[src/verilog/nmds_consts.svh]
// Constants for the multi-die NAND host sequencer
`ifndef NMDS_CONSTS_SVH
`define NMDS_CONSTS_SVH
// ----------------------------------------
// Timing
// ----------------------------------------
`define NMDS_CLK_NS 20
`define NMDS_T_WP_NS 15
`define NMDS_T_WH_NS 10
`define NMDS_T_REA_NS 20
`define NMDS_SYNC_CYC 2
`define NMDS_CYC(ns) (((ns) + `NMDS_CLK_NS - 1) / `NMDS_CLK_NS)
// ----------------------------------------
// Register offsets
// ----------------------------------------
`define NMDS_OFS_CTRL 8'h00
`define NMDS_OFS_STAT 8'h04
`define NMDS_OFS_RDAT 8'h08
`define NMDS_OFS_ROW 8'h0C
`define NMDS_OFS_ROW2 8'h10
`define NMDS_OFS_FLAG 8'h14
// ----------------------------------------
// Opcodes
// ----------------------------------------
`define NMDS_OP_RESET 8'hFF
`define NMDS_OP_RDID 8'h90
`define NMDS_OP_PARAM 8'hEC
`define NMDS_OP_UID 8'hED
`define NMDS_OP_GETF 8'hEE
`define NMDS_OP_SETF 8'hEF
`define NMDS_OP_STATE 8'h78
`define NMDS_OP_STAT 8'h70
`define NMDS_OP_PROG 8'h80
`define NMDS_OP_PGO 8'h10
`define NMDS_OP_PCACHE 8'h15
`define NMDS_OP_RGO 8'h30
`define NMDS_OP_EGO 8'hD0
// ----------------------------------------
// Fields
// ----------------------------------------
`define NMDS_SR_RDY 6
`define NMDS_SR_ARRAY_READY_FLAG 5
`define NMDS_SR_E4 4
`define NMDS_SR_E3 3
`define NMDS_SR_E0 0
`define NMDS_ECC_UNC 3'h1
`define NMDS_ECC_MID 3'h2
`define NMDS_ECC_HIGH 3'h6
`define NMDS_ERASED 8'hFF
`define NMDS_PG_LSB 0
`define NMDS_PG_W 6
`define NMDS_PLANE 6
`define NMDS_BLK_LSB 6
`define NMDS_BLK_W 11
`define NMDS_DIE_LSB 17
`define NMDS_FL_REFUSED 0
`define NMDS_FL_REC 1
`define NMDS_FL_REQ 2
`define NMDS_FL_UNC 3
`define NMDS_FL_BAD 4
`define NMDS_FL_W 5
`define NMDS_ST_RDY_LSB 8
`define NMDS_ST_ARRAY_READY_FLAG_LSB 16
`endif

[src/verilog/nmds_pkg.sv]
// Types shared by the multi-die NAND host sequencer
package nmds_pkg;
	// Kind of one bus cycle on the NAND pins
	typedef enum logic [1:0] {K_CMD, K_ADDR, K_WDAT, K_RDAT} nmds_kind_e;
	// Pin engine states
	typedef enum logic [1:0] {ST_IDLE, ST_SETUP, ST_PULSE, ST_HOLD} nmds_state_e;
	// Driven NAND pins
	typedef struct packed {
		logic ce_b;
		logic cle;
		logic ale;
		logic we_b;
		logic re_b;
		logic [7:0] io;
		logic io_oe;
	} nmds_pins_s;
	// One request written to the control register
	typedef struct packed {
		logic tp;
		logic rd_last;
		logic spare;
		nmds_kind_e kind;
		logic [7:0] val;
	} nmds_req_s;
endpackage

[src/verilog/nmds_host.sv]
// Host sequencer driving a multi-die NAND target through its pins
// Contract
// - Start work only on a ready die
// - No interleaving after init until all ready
// - Enhanced status polls one addressed die
// - Plain status banned around interleaving
// - Two-plane limits still hold when interleaving
// - Program series goes before read series
// - Read data out before next program
// - Refresh data on mid or high corrections
// - Host maps out initial bad blocks
// - Two-plane: same die, page; plane differs
// - Never program or erase bad blocks; the code checks only the row block, not row2, against the table
`include "nmds_consts.svh"
module nmds_host #(
	parameter int DIES = 2,
	parameter int NBAD = 4
) (
	// Clock and reset
	input wire logic i_clk,
	input wire logic i_rst_b,
	// AXI4-Lite write channels
	input wire logic i_awvalid,
	output logic o_awready,
	input wire logic [7:0] i_awaddr,
	input wire logic i_wvalid,
	output logic o_wready,
	input wire logic [31:0] i_wdata,
	input wire logic [3:0] i_wstrb,
	output logic o_bvalid,
	input wire logic i_bready,
	output logic [1:0] o_bresp,
	// AXI4-Lite read channels
	input wire logic i_arvalid,
	output logic o_arready,
	input wire logic [7:0] i_araddr,
	output logic o_rvalid,
	input wire logic i_rready,
	output logic [31:0] o_rdata,
	output logic [1:0] o_rresp,
	// NAND pins
	output nmds_pkg::nmds_pins_s o_pins,
	input wire logic [7:0] i_io,
	input wire logic i_rb
);
	// DIES must be at least 2 so the die index has a width
	localparam int DW = $clog2(DIES);
	localparam logic [3:0] WP_CYC = 4'(`NMDS_CYC(`NMDS_T_WP_NS));
	localparam logic [3:0] WH_CYC = 4'(`NMDS_CYC(`NMDS_T_WH_NS));
	localparam logic [3:0] RD_CYC = 4'(`NMDS_CYC(`NMDS_T_REA_NS) + `NMDS_SYNC_CYC);

	// ----------------------------------------
	// Decoding helpers
	// ----------------------------------------
	function automatic logic is_start(input logic [7:0] v);
		return v == `NMDS_OP_PGO || v == `NMDS_OP_PCACHE || v == `NMDS_OP_RGO ||
			v == `NMDS_OP_EGO;
	endfunction
	function automatic logic is_init(input logic [7:0] v);
		return v == `NMDS_OP_RESET || v == `NMDS_OP_RDID || v == `NMDS_OP_PARAM ||
			v == `NMDS_OP_UID || v == `NMDS_OP_GETF || v == `NMDS_OP_SETF;
	endfunction
	function automatic logic [31:0] merge(input logic [31:0] o, input logic [31:0] n,
		input logic [3:0] s);
		logic [31:0] r;
		r = o;
		for (int i = 0; i < 4; i++) begin
			if (s[i]) begin
				r[i*8 +: 8] = n[i*8 +: 8];
			end
		end
		return r;
	endfunction

	// ----------------------------------------
	// State
	// ----------------------------------------
	nmds_pkg::nmds_state_e st;
	nmds_pkg::nmds_req_s cur;
	nmds_pkg::nmds_req_s nreq;
	nmds_pkg::nmds_pins_s pins;
	logic [3:0] cnt;
	logic rd_done;
	logic [7:0] rdq;
	logic [7:0] io_s1, io_s2;
	logic rb_s1, rb_s2, rb_s3;
	logic [31:0] row, row2;
	logic [DIES-1:0] die_rdy, die_array_ready_flag, die_rd;
	logic block_il, il_seen, read_pending, poll_pend, stat_pend;
	logic [DW-1:0] pdie;
	logic [`NMDS_FL_W-1:0] flags;
	logic [`NMDS_BLK_W-1:0] bad_blk [NBAD];
	logic [NBAD-1:0] bad_vld;
	logic bvalid, rvalid;
	logic [1:0] bresp, rresp;
	logic [31:0] rdata;

	// ----------------------------------------
	// Pin synchronisers
	// ----------------------------------------
	// Async pins pass two flops before any logic looks at them
	// Busy pin chain starts at its idle level, so leaving reset makes no false rising edge
	always_ff @(posedge i_clk or negedge i_rst_b) begin
		if (!i_rst_b) begin
			io_s1 <= 8'h00;
			io_s2 <= 8'h00;
			rb_s1 <= 1'b1;
			rb_s2 <= 1'b1;
			rb_s3 <= 1'b1;
		end else begin
			io_s1 <= i_io;
			io_s2 <= io_s1;
			rb_s1 <= i_rb;
			rb_s2 <= rb_s1;
			rb_s3 <= rb_s2;
		end
	end

	// ----------------------------------------
	// Request decode and checks
	// ----------------------------------------
	logic aw_ok, wr_ctrl, go, is_cmd, refuse_c, other_busy, plane_ok, bad_hit, rb_rise;
	logic [DW-1:0] cdie;
	logic [DIES-1:0] dmask;
	logic [7:0] v;
	assign nreq = nmds_pkg::nmds_req_s'(i_wdata[$bits(nmds_pkg::nmds_req_s)-1:0]);
	assign v = nreq.val;
	assign is_cmd = nreq.kind == nmds_pkg::K_CMD;
	assign aw_ok = i_awvalid && i_wvalid && !bvalid;
	assign wr_ctrl = aw_ok && i_awaddr == `NMDS_OFS_CTRL && i_wstrb[0];
	assign cdie = row[`NMDS_DIE_LSB +: DW];
	assign dmask = DIES'(1) << cdie;
	assign other_busy = |(~die_array_ready_flag & ~dmask);
	assign rb_rise = rb_s2 && !rb_s3;
	// Both plane addresses sit on one die and page, on opposite planes
	assign plane_ok = row[`NMDS_DIE_LSB +: DW] == row2[`NMDS_DIE_LSB +: DW] &&
		row[`NMDS_PG_LSB +: `NMDS_PG_W] == row2[`NMDS_PG_LSB +: `NMDS_PG_W] &&
		row[`NMDS_PLANE] != row2[`NMDS_PLANE];
	// Table lookup for a block already known to be bad
	always_comb begin
		bad_hit = 1'b0;
		for (int i = 0; i < NBAD; i++) begin
			if (bad_vld[i] && bad_blk[i] == row[`NMDS_BLK_LSB +: `NMDS_BLK_W]) begin
				bad_hit = 1'b1;
			end
		end
	end
	// A refused request leaves the pins alone and raises the refused flag
	assign refuse_c = is_cmd && (
		(is_start(v) && (!die_rdy[cdie] ||
		(block_il && other_busy) ||
		(nreq.tp && !plane_ok) ||
		(v != `NMDS_OP_RGO && bad_hit))) ||
		(v == `NMDS_OP_STAT && il_seen) ||
		(v == `NMDS_OP_PROG && (read_pending || |die_rd)));
	assign go = wr_ctrl && st == nmds_pkg::ST_IDLE && !refuse_c;

	// ----------------------------------------
	// Pin engine
	// ----------------------------------------
	// Setup, strobe low, strobe high; read data sampled after the sync delay
	always_ff @(posedge i_clk or negedge i_rst_b) begin
		if (!i_rst_b) begin
			st <= nmds_pkg::ST_IDLE;
			cnt <= 4'h0;
			cur <= '0;
			rd_done <= 1'b0;
			rdq <= 8'h00;
			pins.ce_b <= 1'b1;
			pins.cle <= 1'b0;
			pins.ale <= 1'b0;
			pins.we_b <= 1'b1;
			pins.re_b <= 1'b1;
			pins.io <= 8'h00;
			pins.io_oe <= 1'b0;
		end else begin
			rd_done <= 1'b0;
			unique case (st)
				nmds_pkg::ST_IDLE: begin
					if (go) begin
						cur <= nreq;
						st <= nmds_pkg::ST_SETUP;
						pins.ce_b <= 1'b0;
						pins.cle <= is_cmd;
						pins.ale <= nreq.kind == nmds_pkg::K_ADDR;
						pins.io <= v;
						pins.io_oe <= nreq.kind != nmds_pkg::K_RDAT;
					end
				end
				nmds_pkg::ST_SETUP: begin
					st <= nmds_pkg::ST_PULSE;
					cnt <= (cur.kind == nmds_pkg::K_RDAT) ? RD_CYC : WP_CYC;
					pins.we_b <= cur.kind == nmds_pkg::K_RDAT;
					pins.re_b <= cur.kind != nmds_pkg::K_RDAT;
				end
				nmds_pkg::ST_PULSE: begin
					if (cnt == 4'h1) begin
						st <= nmds_pkg::ST_HOLD;
						cnt <= WH_CYC;
						pins.we_b <= 1'b1;
						pins.re_b <= 1'b1;
						if (cur.kind == nmds_pkg::K_RDAT) begin
							rdq <= io_s2;
							rd_done <= 1'b1;
						end
					end else begin
						cnt <= cnt - 4'h1;
					end
				end
				nmds_pkg::ST_HOLD: begin
					if (cnt == 4'h1) begin
						st <= nmds_pkg::ST_IDLE;
						pins.ce_b <= 1'b1;
						pins.cle <= 1'b0;
						pins.ale <= 1'b0;
						pins.io_oe <= 1'b0;
					end else begin
						cnt <= cnt - 4'h1;
					end
				end
			endcase
		end
	end
	assign o_pins = pins;

	// ----------------------------------------
	// Die tracking
	// ----------------------------------------
	// Newest event wins: a start beats a stale idle edge on the busy pin,
	// and an idle edge beats a poll byte that was sampled a cycle before it
	always_ff @(posedge i_clk or negedge i_rst_b) begin
		if (!i_rst_b) begin
			die_rdy <= '0;
			die_array_ready_flag <= '0;
			block_il <= 1'b1;
		end else begin
			if (go && is_cmd && is_start(v)) begin
				die_rdy[cdie] <= 1'b0;
				die_array_ready_flag[cdie] <= 1'b0;
			end else if (go && is_cmd && v == `NMDS_OP_RESET) begin
				die_rdy <= '0;
				die_array_ready_flag <= '0;
			end else if (rb_rise) begin
				die_rdy <= '1;
				die_array_ready_flag <= '1;
			end else if (rd_done && poll_pend) begin
				die_rdy[pdie] <= rdq[`NMDS_SR_RDY];
				die_array_ready_flag[pdie] <= rdq[`NMDS_SR_ARRAY_READY_FLAG];
			end
			if (go && is_cmd && is_init(v)) begin
				block_il <= 1'b1;
			end else if (&die_array_ready_flag) begin
				block_il <= 1'b0;
			end
		end
	end

	// Interleave, read ordering and status-read bookkeeping
	always_ff @(posedge i_clk or negedge i_rst_b) begin
		if (!i_rst_b) begin
			il_seen <= 1'b0;
			read_pending <= 1'b0;
			die_rd <= '0;
			poll_pend <= 1'b0;
			stat_pend <= 1'b0;
			pdie <= '0;
		end else begin
			die_rd <= die_rd & ~die_array_ready_flag;
			if (go && is_cmd && is_start(v) && other_busy) begin
				il_seen <= 1'b1;
			end else if (go && is_cmd && v == `NMDS_OP_RESET) begin
				il_seen <= 1'b0;
			end
			if (go && is_cmd && v == `NMDS_OP_RGO) begin
				read_pending <= 1'b1;
				die_rd <= (die_rd & ~die_array_ready_flag) | dmask;
			end else if (rd_done && cur.rd_last && !stat_pend) begin
				read_pending <= 1'b0;
			end
			if (go && is_cmd && (v == `NMDS_OP_STATE || v == `NMDS_OP_STAT)) begin
				stat_pend <= 1'b1;
				poll_pend <= v == `NMDS_OP_STATE;
				pdie <= cdie;
			end else if (rd_done) begin
				stat_pend <= 1'b0;
				poll_pend <= 1'b0;
			end
		end
	end

	// ----------------------------------------
	// Bad block table
	// ----------------------------------------
	// Newest entry shifts in; the oldest falls out when the table is full
	logic bad_seen;
	assign bad_seen = rd_done && cur.spare && !stat_pend && rdq != `NMDS_ERASED;
	always_ff @(posedge i_clk or negedge i_rst_b) begin
		if (!i_rst_b) begin
			bad_vld <= '0;
			for (int i = 0; i < NBAD; i++) begin
				bad_blk[i] <= '0;
			end
		end else if (bad_seen) begin
			bad_vld <= {bad_vld[NBAD-2:0], 1'b1};
			bad_blk[0] <= row[`NMDS_BLK_LSB +: `NMDS_BLK_W];
			for (int i = 1; i < NBAD; i++) begin
				bad_blk[i] <= bad_blk[i-1];
			end
		end
	end

	// ----------------------------------------
	// Sticky flags
	// ----------------------------------------
	logic [2:0] ecc;
	logic [`NMDS_FL_W-1:0] fset, fclr;
	assign ecc = {rdq[`NMDS_SR_E4], rdq[`NMDS_SR_E3], rdq[`NMDS_SR_E0]};
	always_comb begin
		fset = '0;
		fset[`NMDS_FL_REFUSED] = wr_ctrl && (st != nmds_pkg::ST_IDLE || refuse_c);
		fset[`NMDS_FL_REC] = rd_done && stat_pend && ecc == `NMDS_ECC_MID;
		fset[`NMDS_FL_REQ] = rd_done && stat_pend && ecc == `NMDS_ECC_HIGH;
		fset[`NMDS_FL_UNC] = rd_done && stat_pend && ecc == `NMDS_ECC_UNC;
		fset[`NMDS_FL_BAD] = bad_seen;
		fclr = '0;
		if (aw_ok && i_awaddr == `NMDS_OFS_FLAG && i_wstrb[0]) begin
			fclr = i_wdata[`NMDS_FL_W-1:0];
		end
	end
	// Set beats a clear in the same cycle so no event is lost
	always_ff @(posedge i_clk or negedge i_rst_b) begin
		if (!i_rst_b) begin
			flags <= '0;
		end else begin
			flags <= (flags & ~fclr) | fset;
		end
	end

	// ----------------------------------------
	// AXI4-Lite slave
	// ----------------------------------------
	function automatic logic mapped(input logic [7:0] a);
		return a == `NMDS_OFS_CTRL || a == `NMDS_OFS_STAT || a == `NMDS_OFS_RDAT ||
			a == `NMDS_OFS_ROW || a == `NMDS_OFS_ROW2 || a == `NMDS_OFS_FLAG;
	endfunction
	assign o_awready = aw_ok;
	assign o_wready = aw_ok;
	assign o_arready = !rvalid;
	assign o_bvalid = bvalid;
	assign o_bresp = bresp;
	assign o_rvalid = rvalid;
	assign o_rresp = rresp;
	assign o_rdata = rdata;
	// Write: address and data taken together, answer one cycle later
	always_ff @(posedge i_clk or negedge i_rst_b) begin
		if (!i_rst_b) begin
			bvalid <= 1'b0;
			bresp <= 2'h0;
			row <= 32'h0000_0000;
			row2 <= 32'h0000_0000;
		end else begin
			if (aw_ok) begin
				bvalid <= 1'b1;
				bresp <= mapped(i_awaddr) ? 2'h0 : 2'h2;
				if (i_awaddr == `NMDS_OFS_ROW) begin
					row <= merge(row, i_wdata, i_wstrb);
				end
				if (i_awaddr == `NMDS_OFS_ROW2) begin
					row2 <= merge(row2, i_wdata, i_wstrb);
				end
			end else if (i_bready) begin
				bvalid <= 1'b0;
			end
		end
	end
	// Read mux
	logic [31:0] rd_val;
	always_comb begin
		rd_val = 32'h0000_0000;
		unique case (i_araddr)
			`NMDS_OFS_CTRL: rd_val = 32'(cur);
			`NMDS_OFS_STAT: rd_val = {26'h0, plane_ok, rb_s2, read_pending, il_seen,
				block_il, st != nmds_pkg::ST_IDLE} |
				(32'(die_rdy) << `NMDS_ST_RDY_LSB) | (32'(die_array_ready_flag) << `NMDS_ST_ARRAY_READY_FLAG_LSB);
			`NMDS_OFS_RDAT: rd_val = 32'(rdq);
			`NMDS_OFS_ROW: rd_val = row;
			`NMDS_OFS_ROW2: rd_val = row2;
			`NMDS_OFS_FLAG: rd_val = 32'(flags);
			default: rd_val = 32'h0000_0000;
		endcase
	end
	always_ff @(posedge i_clk or negedge i_rst_b) begin
		if (!i_rst_b) begin
			rvalid <= 1'b0;
			rresp <= 2'h0;
			rdata <= 32'h0000_0000;
		end else if (i_arvalid && !rvalid) begin
			rvalid <= 1'b1;
			rresp <= mapped(i_araddr) ? 2'h0 : 2'h2;
			rdata <= rd_val;
		end else if (i_rready) begin
			rvalid <= 1'b0;
		end
	end
endmodule // nmds_host

[config.mk]
export PLATFORM = sky130hd
export DESIGN_NAME = nmds_host
export DESIGN_NICKNAME = d
export VERILOG_FILES = /design/src/verilog/nmds_pkg.sv /design/src/verilog/nmds_host.sv
export VERILOG_INCLUDE_DIRS = /design/src /design/src/verilog
export SDC_FILE = /design/constraint.sdc
export NUM_CORES = 1
export LEC_CHECK = 0
export ABC_AREA = 0
export BUFFER_PORTS_ARGS = -buffer_cell sky130_fd_sc_hd__buf_2
export CORE_ASPECT_RATIO = 0.75
export CORE_UTILIZATION = 52
export CTS_CLUSTER_SIZE = 25
export DETAILED_ROUTE_END_ITERATION = 8
export PLACE_DENSITY_LB_ADDON = 0.08
export SLEW_MARGIN = 20
export SYNTH_ARGS = -nofsm -noshare
export SYNTH_HDL_FRONTEND = slang
export SYNTH_SLANG_ARGS = --single-unit
[constraint.sdc]
create_clock -name i_clk -period 2.3 [get_ports i_clk]
set_input_delay 0.69 -clock i_clk [delete_from_list [all_inputs] [get_ports i_clk]]
set_output_delay 0.69 -clock i_clk [all_outputs]
set_load 0.02 [all_outputs]
==> results.md, run 1 <==
* Count leader, synth: dfrtp_1
* DP Area at 11,500 um2
* Switching power at 2.44 mW
* GRT Util Overall at 0.275
* Post-DR vias/cell at 5.80
* Synth unique cells at 61
* Vias in the first global route at 7,708
* Post-route cell area at 12,700 um2
* Global-route wire length before repair at 41,800 um
* Violated checks: setup timing
* Combinational Power Share at 0.142
* Max IR drop VDD at 0.500 mV
* Seq pwr share at 0.440
* Antenna cells at 0
* Sw frac at 0.262
* RD Place Congestion at 0.968
* Hold Path Class: input pin to asynchronous set/reset pin
* Worst Skew at 0.0104 ns
* Die Wd at 161 um
* CTS tree: yes
* CORE AREA at 18,600 um2
* Fin nets at 1,119
* Top cell type's share of synthesized area at 0.535
* Fmax at 411 MHz
* Startpoint types: flip-flop
* Clock tree buffer depth at 3
* Main flop type after synthesis: dfrtp_1
* Fraction of layout cells with a size suffix above 1 at 0.437
* Power Total at 9.31 mW
* Yosys warning total at 0
* Post-layout util at 0.683
* Initial DRC count at 483
* Worst-path fanout max at 4
* CP required at 2.69 ns
* Post-synth EDFFs at 0
* Grt total ovfl at 0
* DRC Markers at 0
* Fin Setup TNS at -0.748 ns
* Root buffer cell: clkbuf_16
* Measured slew at the worst slew-check pin at 0.526 ns
* Ys async rst share at 1.00
* Count of final hold-check violations at 0
* LEAKAGE at 6.10 nW
* Final wirelength at 26,000 um
* Cell accounting for the most synthesized area: dfrtp_1
* Largest cells by area after synthesis: dfrtp_1 (53%), mux2_2 (13%), xnor2_1 (4.1%), nand2_1 (4.0%), o21ai_0 (3.2%)
* Area grow syn2layout at 28.3%
* CTS HTree Levels at 1
* Seq/Total Area, Yosys at 0.553
* Final setup fails at 11
* Initial Util at 0.532
* PortBufs at 120
* Yosys reg bits at 218
* Post-Syn Area at 9880 um2
* Syn Area/Cell at 11.6 um2
* WL/cell at 19.9 um
* CTS sink cnt at 218
* Post-Syn Instances at 853
* PwrDens at 734 nW/um2
* Fillers at 1,374
* Pre-antenna DRT Iters at 5
* Vias at 7,583
* CP Data Arrival Time at 2.83 ns
* Initial antenna violation count at 0
* RSZ-0062 raised after global routing: true
* CTS Hold Buffers Added at 0
* Max_slew headroom at 0.649
* # rows at 43
* Design internal power at 6.87 mW
* Worst-Skew Late Latency at 0.51 ns
* Critical path class: flip-flop to flip-flop
* CTS Buf Count at 23
* Slew Viols, Final at 0
* Clock share of power at 0.418
* CTS clk-pin slew, worst paths at 0.06 ns
* Critical Path End Type: flip-flop
* Die Area at 19,600 um2
* Outcome: finished, violations left
* Antenna Violating Nets Remaining at 0
* Commonest cells post-synth: dfrtp_1 (211), mux2_2 (118), nand2_1 (104), o21ai_0 (63), xnor2_1 (46)
* Largest net degree at the start of global routing at 63
* IO Pins at 123
* Min Tclk post-route at 2.43 ns
* Die Span Y at 121 um
* Worst setup margin at -0.134 ns
* Max-cap violation count at 0
* Hpwl dp at 18,600 um
* Final Cycle Share at 1.06
cell families after synthesis:
family                   Yosys count  share of synthesized area
AO/OA/AOI/OAI                    158                      0.107
XOR/XNOR                          53                     0.0470
adder cells (fa/ha/maj)            7                    0.00887
buffers and inverters             78                     0.0356
flip-flops                       218                      0.553
multiplexers                     124                      0.143
other                              1                   0.000380
AND/OR/NAND/NOR                  214                      0.104
critical path, cell delays in order (launching register included):
cell       delay, ns
dfrtp_1         0.41
xor2_2          0.20
nor4_4          0.37
nand2_2         0.14
a2111oi_4       0.47
a311oi_4        0.10
a22o_4          0.30
a221o_1         0.34
cell type report:
type / instances / area (um2) / area share
sequential: 218 / 5470 / 0.432
multi-input combinational: 558 / 4490 / 0.354
timing repair buffer: 224 / 1530 / 0.121
clock buffer: 32 / 669 / 0.0528
tap: 247 / 309 / 0.0244
clock inverter: 9 / 129 / 0.0102
inverter: 19 / 71.3 / 0.00563
power groups by stage:
stage | registers (mW) | clock network, mW | logic, mW
2_1_floorplan | 4.16 | 0 | 0.718
3_3_place_gp | 4.15 | 0 | 1.15
3_5_place_dp | 4.15 | 0 | 1.20
4_1_cts | 4.09 | 3.95 | 1.27
5_1_grt | 4.11 | 4.12 | 1.45
6_report | 4.09 | 3.89 | 1.32
metrics by stage:
stage | hold WS, ns | cells | setup slack, ns
final | 0.115 | 1307 | -0.134
after global routing | 0.139 | 1307 | -0.225
after detailed placement | 0.336 | 1260 | -0.704
after CTS | 0.129 | 1302 | -0.159
after floorplan | 0.331 | 854 | -0.334
after global placement | 0.335 | 1260 | -0.565
registers in the layout (all words and copies together), names as in the netlist, 4 cells and up:
name / count
bad_blk: 44
o_rdata: 32
row2: 32
row: 32
o_pins: 14
io_s1: 8
io_s2: 8
rdq: 8
cur: 5
flags: 5
bad_vld: 4
cnt: 4
timing repair:
action | CTS | global route
pin swaps | 11 | 25
buffers inserted | 1 | 5
resized for setup | 18 | 59
setup endpoints to repair | 29 | 60
path summary, 6_finish.rpt:
| check | startpoint | to | slack (ns) | cells past startpoint |
|---|---|---|---|---|
| max reg2reg | row[2]$_DFFE_PN0P_ | o_pins[12]$_DFFE_PN0P_ | -0.13 | 7 |
| min in group i_clk | i_rb | rb_s1$_DFF_PN1_ | 0.28 | 1 |
| max in group asynchronous | i_rst_b | block_il$_DFFE_PN1P_ | 1.47 | 2 |
| min reg2reg | io_s1[5]$_DFF_PN0_ | io_s2[5]$_DFF_PN0_ | 0.35 | 0 |
| min | i_rst_b | bad_vld[1]$_DFFE_PN0P_ | 0.12 | 1 |
| max | row[2]$_DFFE_PN0P_ | o_pins[12]$_DFFE_PN0P_ | -0.13 | 7 |
layer usage:
layer	up-vias	track usage	wire, um
li1	3411	-	-
met2	334	0.422	11700
met5	-	0	0
met4	0	0.0607	410
met3	42	0.0509	2040
met1	3796	0.406	11900
layout by cell type (no fill, tap or decap), types with 6 or more instances in the layout:
cell       Yosys  routed
dfrtp_1      211     204
buf_2         14     119
mux2_2       118     117
buf_4         11      92
nand2_1      104      91
o21ai_0       63      49
xnor2_1       46      37
nor2_1        26      25
clkbuf_16      0      23
a22oi_1       23      22
inv_1         18      18
nand4_1       17      17
a21oi_1       17      15
buf_12         0      11
o21ai_1        1      10
nand3_1       14      10
nand2_2        0       9
xnor2_2        0       8
a222oi_1       7       7
and2_1         7       7
ha_1           7       7
dfstp_2        7       7
dfrtp_2        0       7
nor3_2         0       6
a221oi_1       6       6
nor2b_1        6       6
clkbuf_8       0       6
Note: power is estimated with default switching activity, not from simulation.
==> inputs of run 2 (changes only) <==
--- a/config.mk
+++ b/config.mk
@@ -9,7 +9,7 @@
 export ABC_AREA = 0
 export BUFFER_PORTS_ARGS = -buffer_cell sky130_fd_sc_hd__buf_2
 export CORE_ASPECT_RATIO = 0.75
-export CORE_UTILIZATION = 52
+export CORE_UTILIZATION = 55
 export CTS_CLUSTER_SIZE = 25
 export DETAILED_ROUTE_END_ITERATION = 8
 export PLACE_DENSITY_LB_ADDON = 0.08
==> constraint.sdc (replaced) <==
create_clock -name i_clk -period 2.85 [get_ports i_clk]
set_input_delay 0.855 -clock i_clk [delete_from_list [all_inputs] [get_ports i_clk]]
set_output_delay 0.855 -clock i_clk [all_outputs]
set_load 0.02 [all_outputs]
==> results.md, run 2 (synthesis results as in run 1) <==
* Global-route wire length before repair at 41,500 um
* GR Util met1 at 0.455
* Combinational Power Share at 0.130
* Die Area at 18,500 um2
* Initial DRC count at 586
* PortBufs at 120
* Buf/Inv on CP at 1
* CP delay by family, top: compound AO/OA/AOI/OAI gates
* Design internal power at 5.31 mW
* Fmax at 364 MHz
* Crit path cell chain: buf_2, or4_4, nor3_4, nand4_2, a211oi_1, a311oi_2, a22o_1, a221o_1
* Fin Setup TNS at 0 ns
* Post-CTS setup buffers at 0
* Post-CTS sizing at 0
* CTS sink cnt at 218
* Largest register by flop count: bad_blk
* Critical Path Start: i_awaddr[0]
* Final Cycle Share at 0.963
* CORE AREA at 17,600 um2
* Max-cap violation count at 0
* Sw frac at 0.263
* WL/cell at 20.4 um
* Fillers at 1,375
* Post-DR vias/cell at 5.84
* Crit-path max cell delay at 0.54 ns
* Slew Viols, Final at 0
* Met3 usage at 0.0504
* Die Wd at 157 um
* Vias in the first global route at 7,430
* CP max stage cell: or4_4
* Reg2reg start: row2[3]$_DFFE_PN0P_
* Initial Util at 0.561
* Count of final hold-check violations at 0
* RD Place Congestion at 0.953
* CP Data Arrival Time at 3.12 ns
* Most frequent cells in the layout: dfrtp_1 (211), buf_2 (119), mux2_2 (118)
* Met2 usage at 0.423
* Busiest layer in global routing: met1
* Post-layout util at 0.669
* Initial antenna violation count at 0
* Fin nets at 1,074
* CTS clk-pin slew, worst paths at 0.06 ns
* Worst-Skew Late Latency at 0.50 ns
* PwrDens at 612 nW/um2
* Grt total ovfl at 0
* # rows at 42
* Clock share of power at 0.411
* Antenna cells at 0
* Most common cell after layout, fill and taps aside: dfrtp_1
* Worst-path fanout max at 4
* Largest net degree at the start of global routing at 62
* Max_slew headroom at 0.580
* Die Span Y at 118 um
* Outcome: finished clean
* Clock tree buffer depth at 3
* Final setup fails at 0
* Area grow syn2layout at 19.2%
* CP required at 3.23 ns
* Seq pwr share at 0.459
* DRC Markers at 0
* Hold Path Class: input pin to asynchronous set/reset pin
* RSZ-0062 raised after global routing: false
* Hpwl dp at 18,300 um
* Max IR drop VDD at 0.466 mV
* Critical Path End Type: flip-flop
* Max reg flops at 44
* Pre-antenna DRT Iters at 5
* Measured slew at the worst slew-check pin at 0.630 ns
* CTS Buf Count at 23
* CTS Hold Buffers Added at 0
* Root buffer cell: clkbuf_16
* Startpoint types: input pin
* Vias at 7,344
* Min Tclk post-route at 2.75 ns
* Switching power at 1.89 mW
* LEAKAGE at 5.74 nW
* CTS tree: yes
* Worst Skew at 0.0162 ns
* CTS HTree Levels at 1
* Critical path class: input pin to flip-flop
* IO Pins at 123
* Final wirelength at 25,600 um
* Fraction of layout cells with a size suffix above 1 at 0.352
* GRT Util Overall at 0.292
* Antenna Violating Nets Remaining at 0
-- run 2: path summary, 6_finish.rpt --
kind / end / slack [ns] / cells past startpoint
max: o_pins[12]$_DFFE_PN0P_ / 0.10 / 8
min: io_s2[4]$_DFF_PN0_ / 0.32 / 1
max reg2reg: o_pins[12]$_DFFE_PN0P_ / 0.14 / 7
min reg2reg: io_s2[6]$_DFF_PN0_ / 0.35 / 0
max in group asynchronous: bad_blk[35]$_DFFE_PN0P_ / 1.71 / 2
min in group i_clk: io_s2[6]$_DFF_PN0_ / 0.35 / 0
-- run 2: metal layers --
metal | part of all wire | up-vias
met3 | 0.078 | 34
met4 | 0.018 | 0
met1 | 0.47 | 3665
li1 | - | 3322
met5 | 0 | -
met2 | 0.43 | 323
-- run 2: through the flow --
step / cells / setup slack, ns / area, um2 / hold slack, ns / power, mW
global route: 1257 / 0.00221 / 11800 / 0.349 / 7.50
finish: 1257 / 0.104 / 11800 / 0.320 / 7.20
floorplan: 854 / 0.00435 / 9890 / 0.331 / 3.93
global placement: 1216 / -0.183 / 11000 / 0.333 / 4.22
CTS: 1257 / 0.131 / 11800 / 0.344 / 7.24
detailed placement: 1216 / -0.302 / 11000 / 0.335 / 4.28
-- run 2: final cells by class --
type,instances,area [um2],area share
Clock inverter,7,62.6,0.00532
Sequential cell,218,5460,0.464
Tap cell,242,303,0.0257
Timing Repair Buffer,179,1100,0.0937
Multi-Input combinational cell,558,4080,0.347
Clock buffer,34,687,0.0584
Inverter,19,71.3,0.00606
-- run 2: power groups by stage --
| stage | registers, mW | logic, mW | clock network (mW) |
|---|---|---|---|
| global placement | 3.34 | 0.880 | 0 |
| floorplan | 3.36 | 0.573 | 0 |
| finish | 3.30 | 0.937 | 2.96 |
| detailed placement | 3.36 | 0.920 | 0 |
| global route | 3.31 | 1.04 | 3.15 |
| CTS | 3.30 | 0.934 | 3.01 |
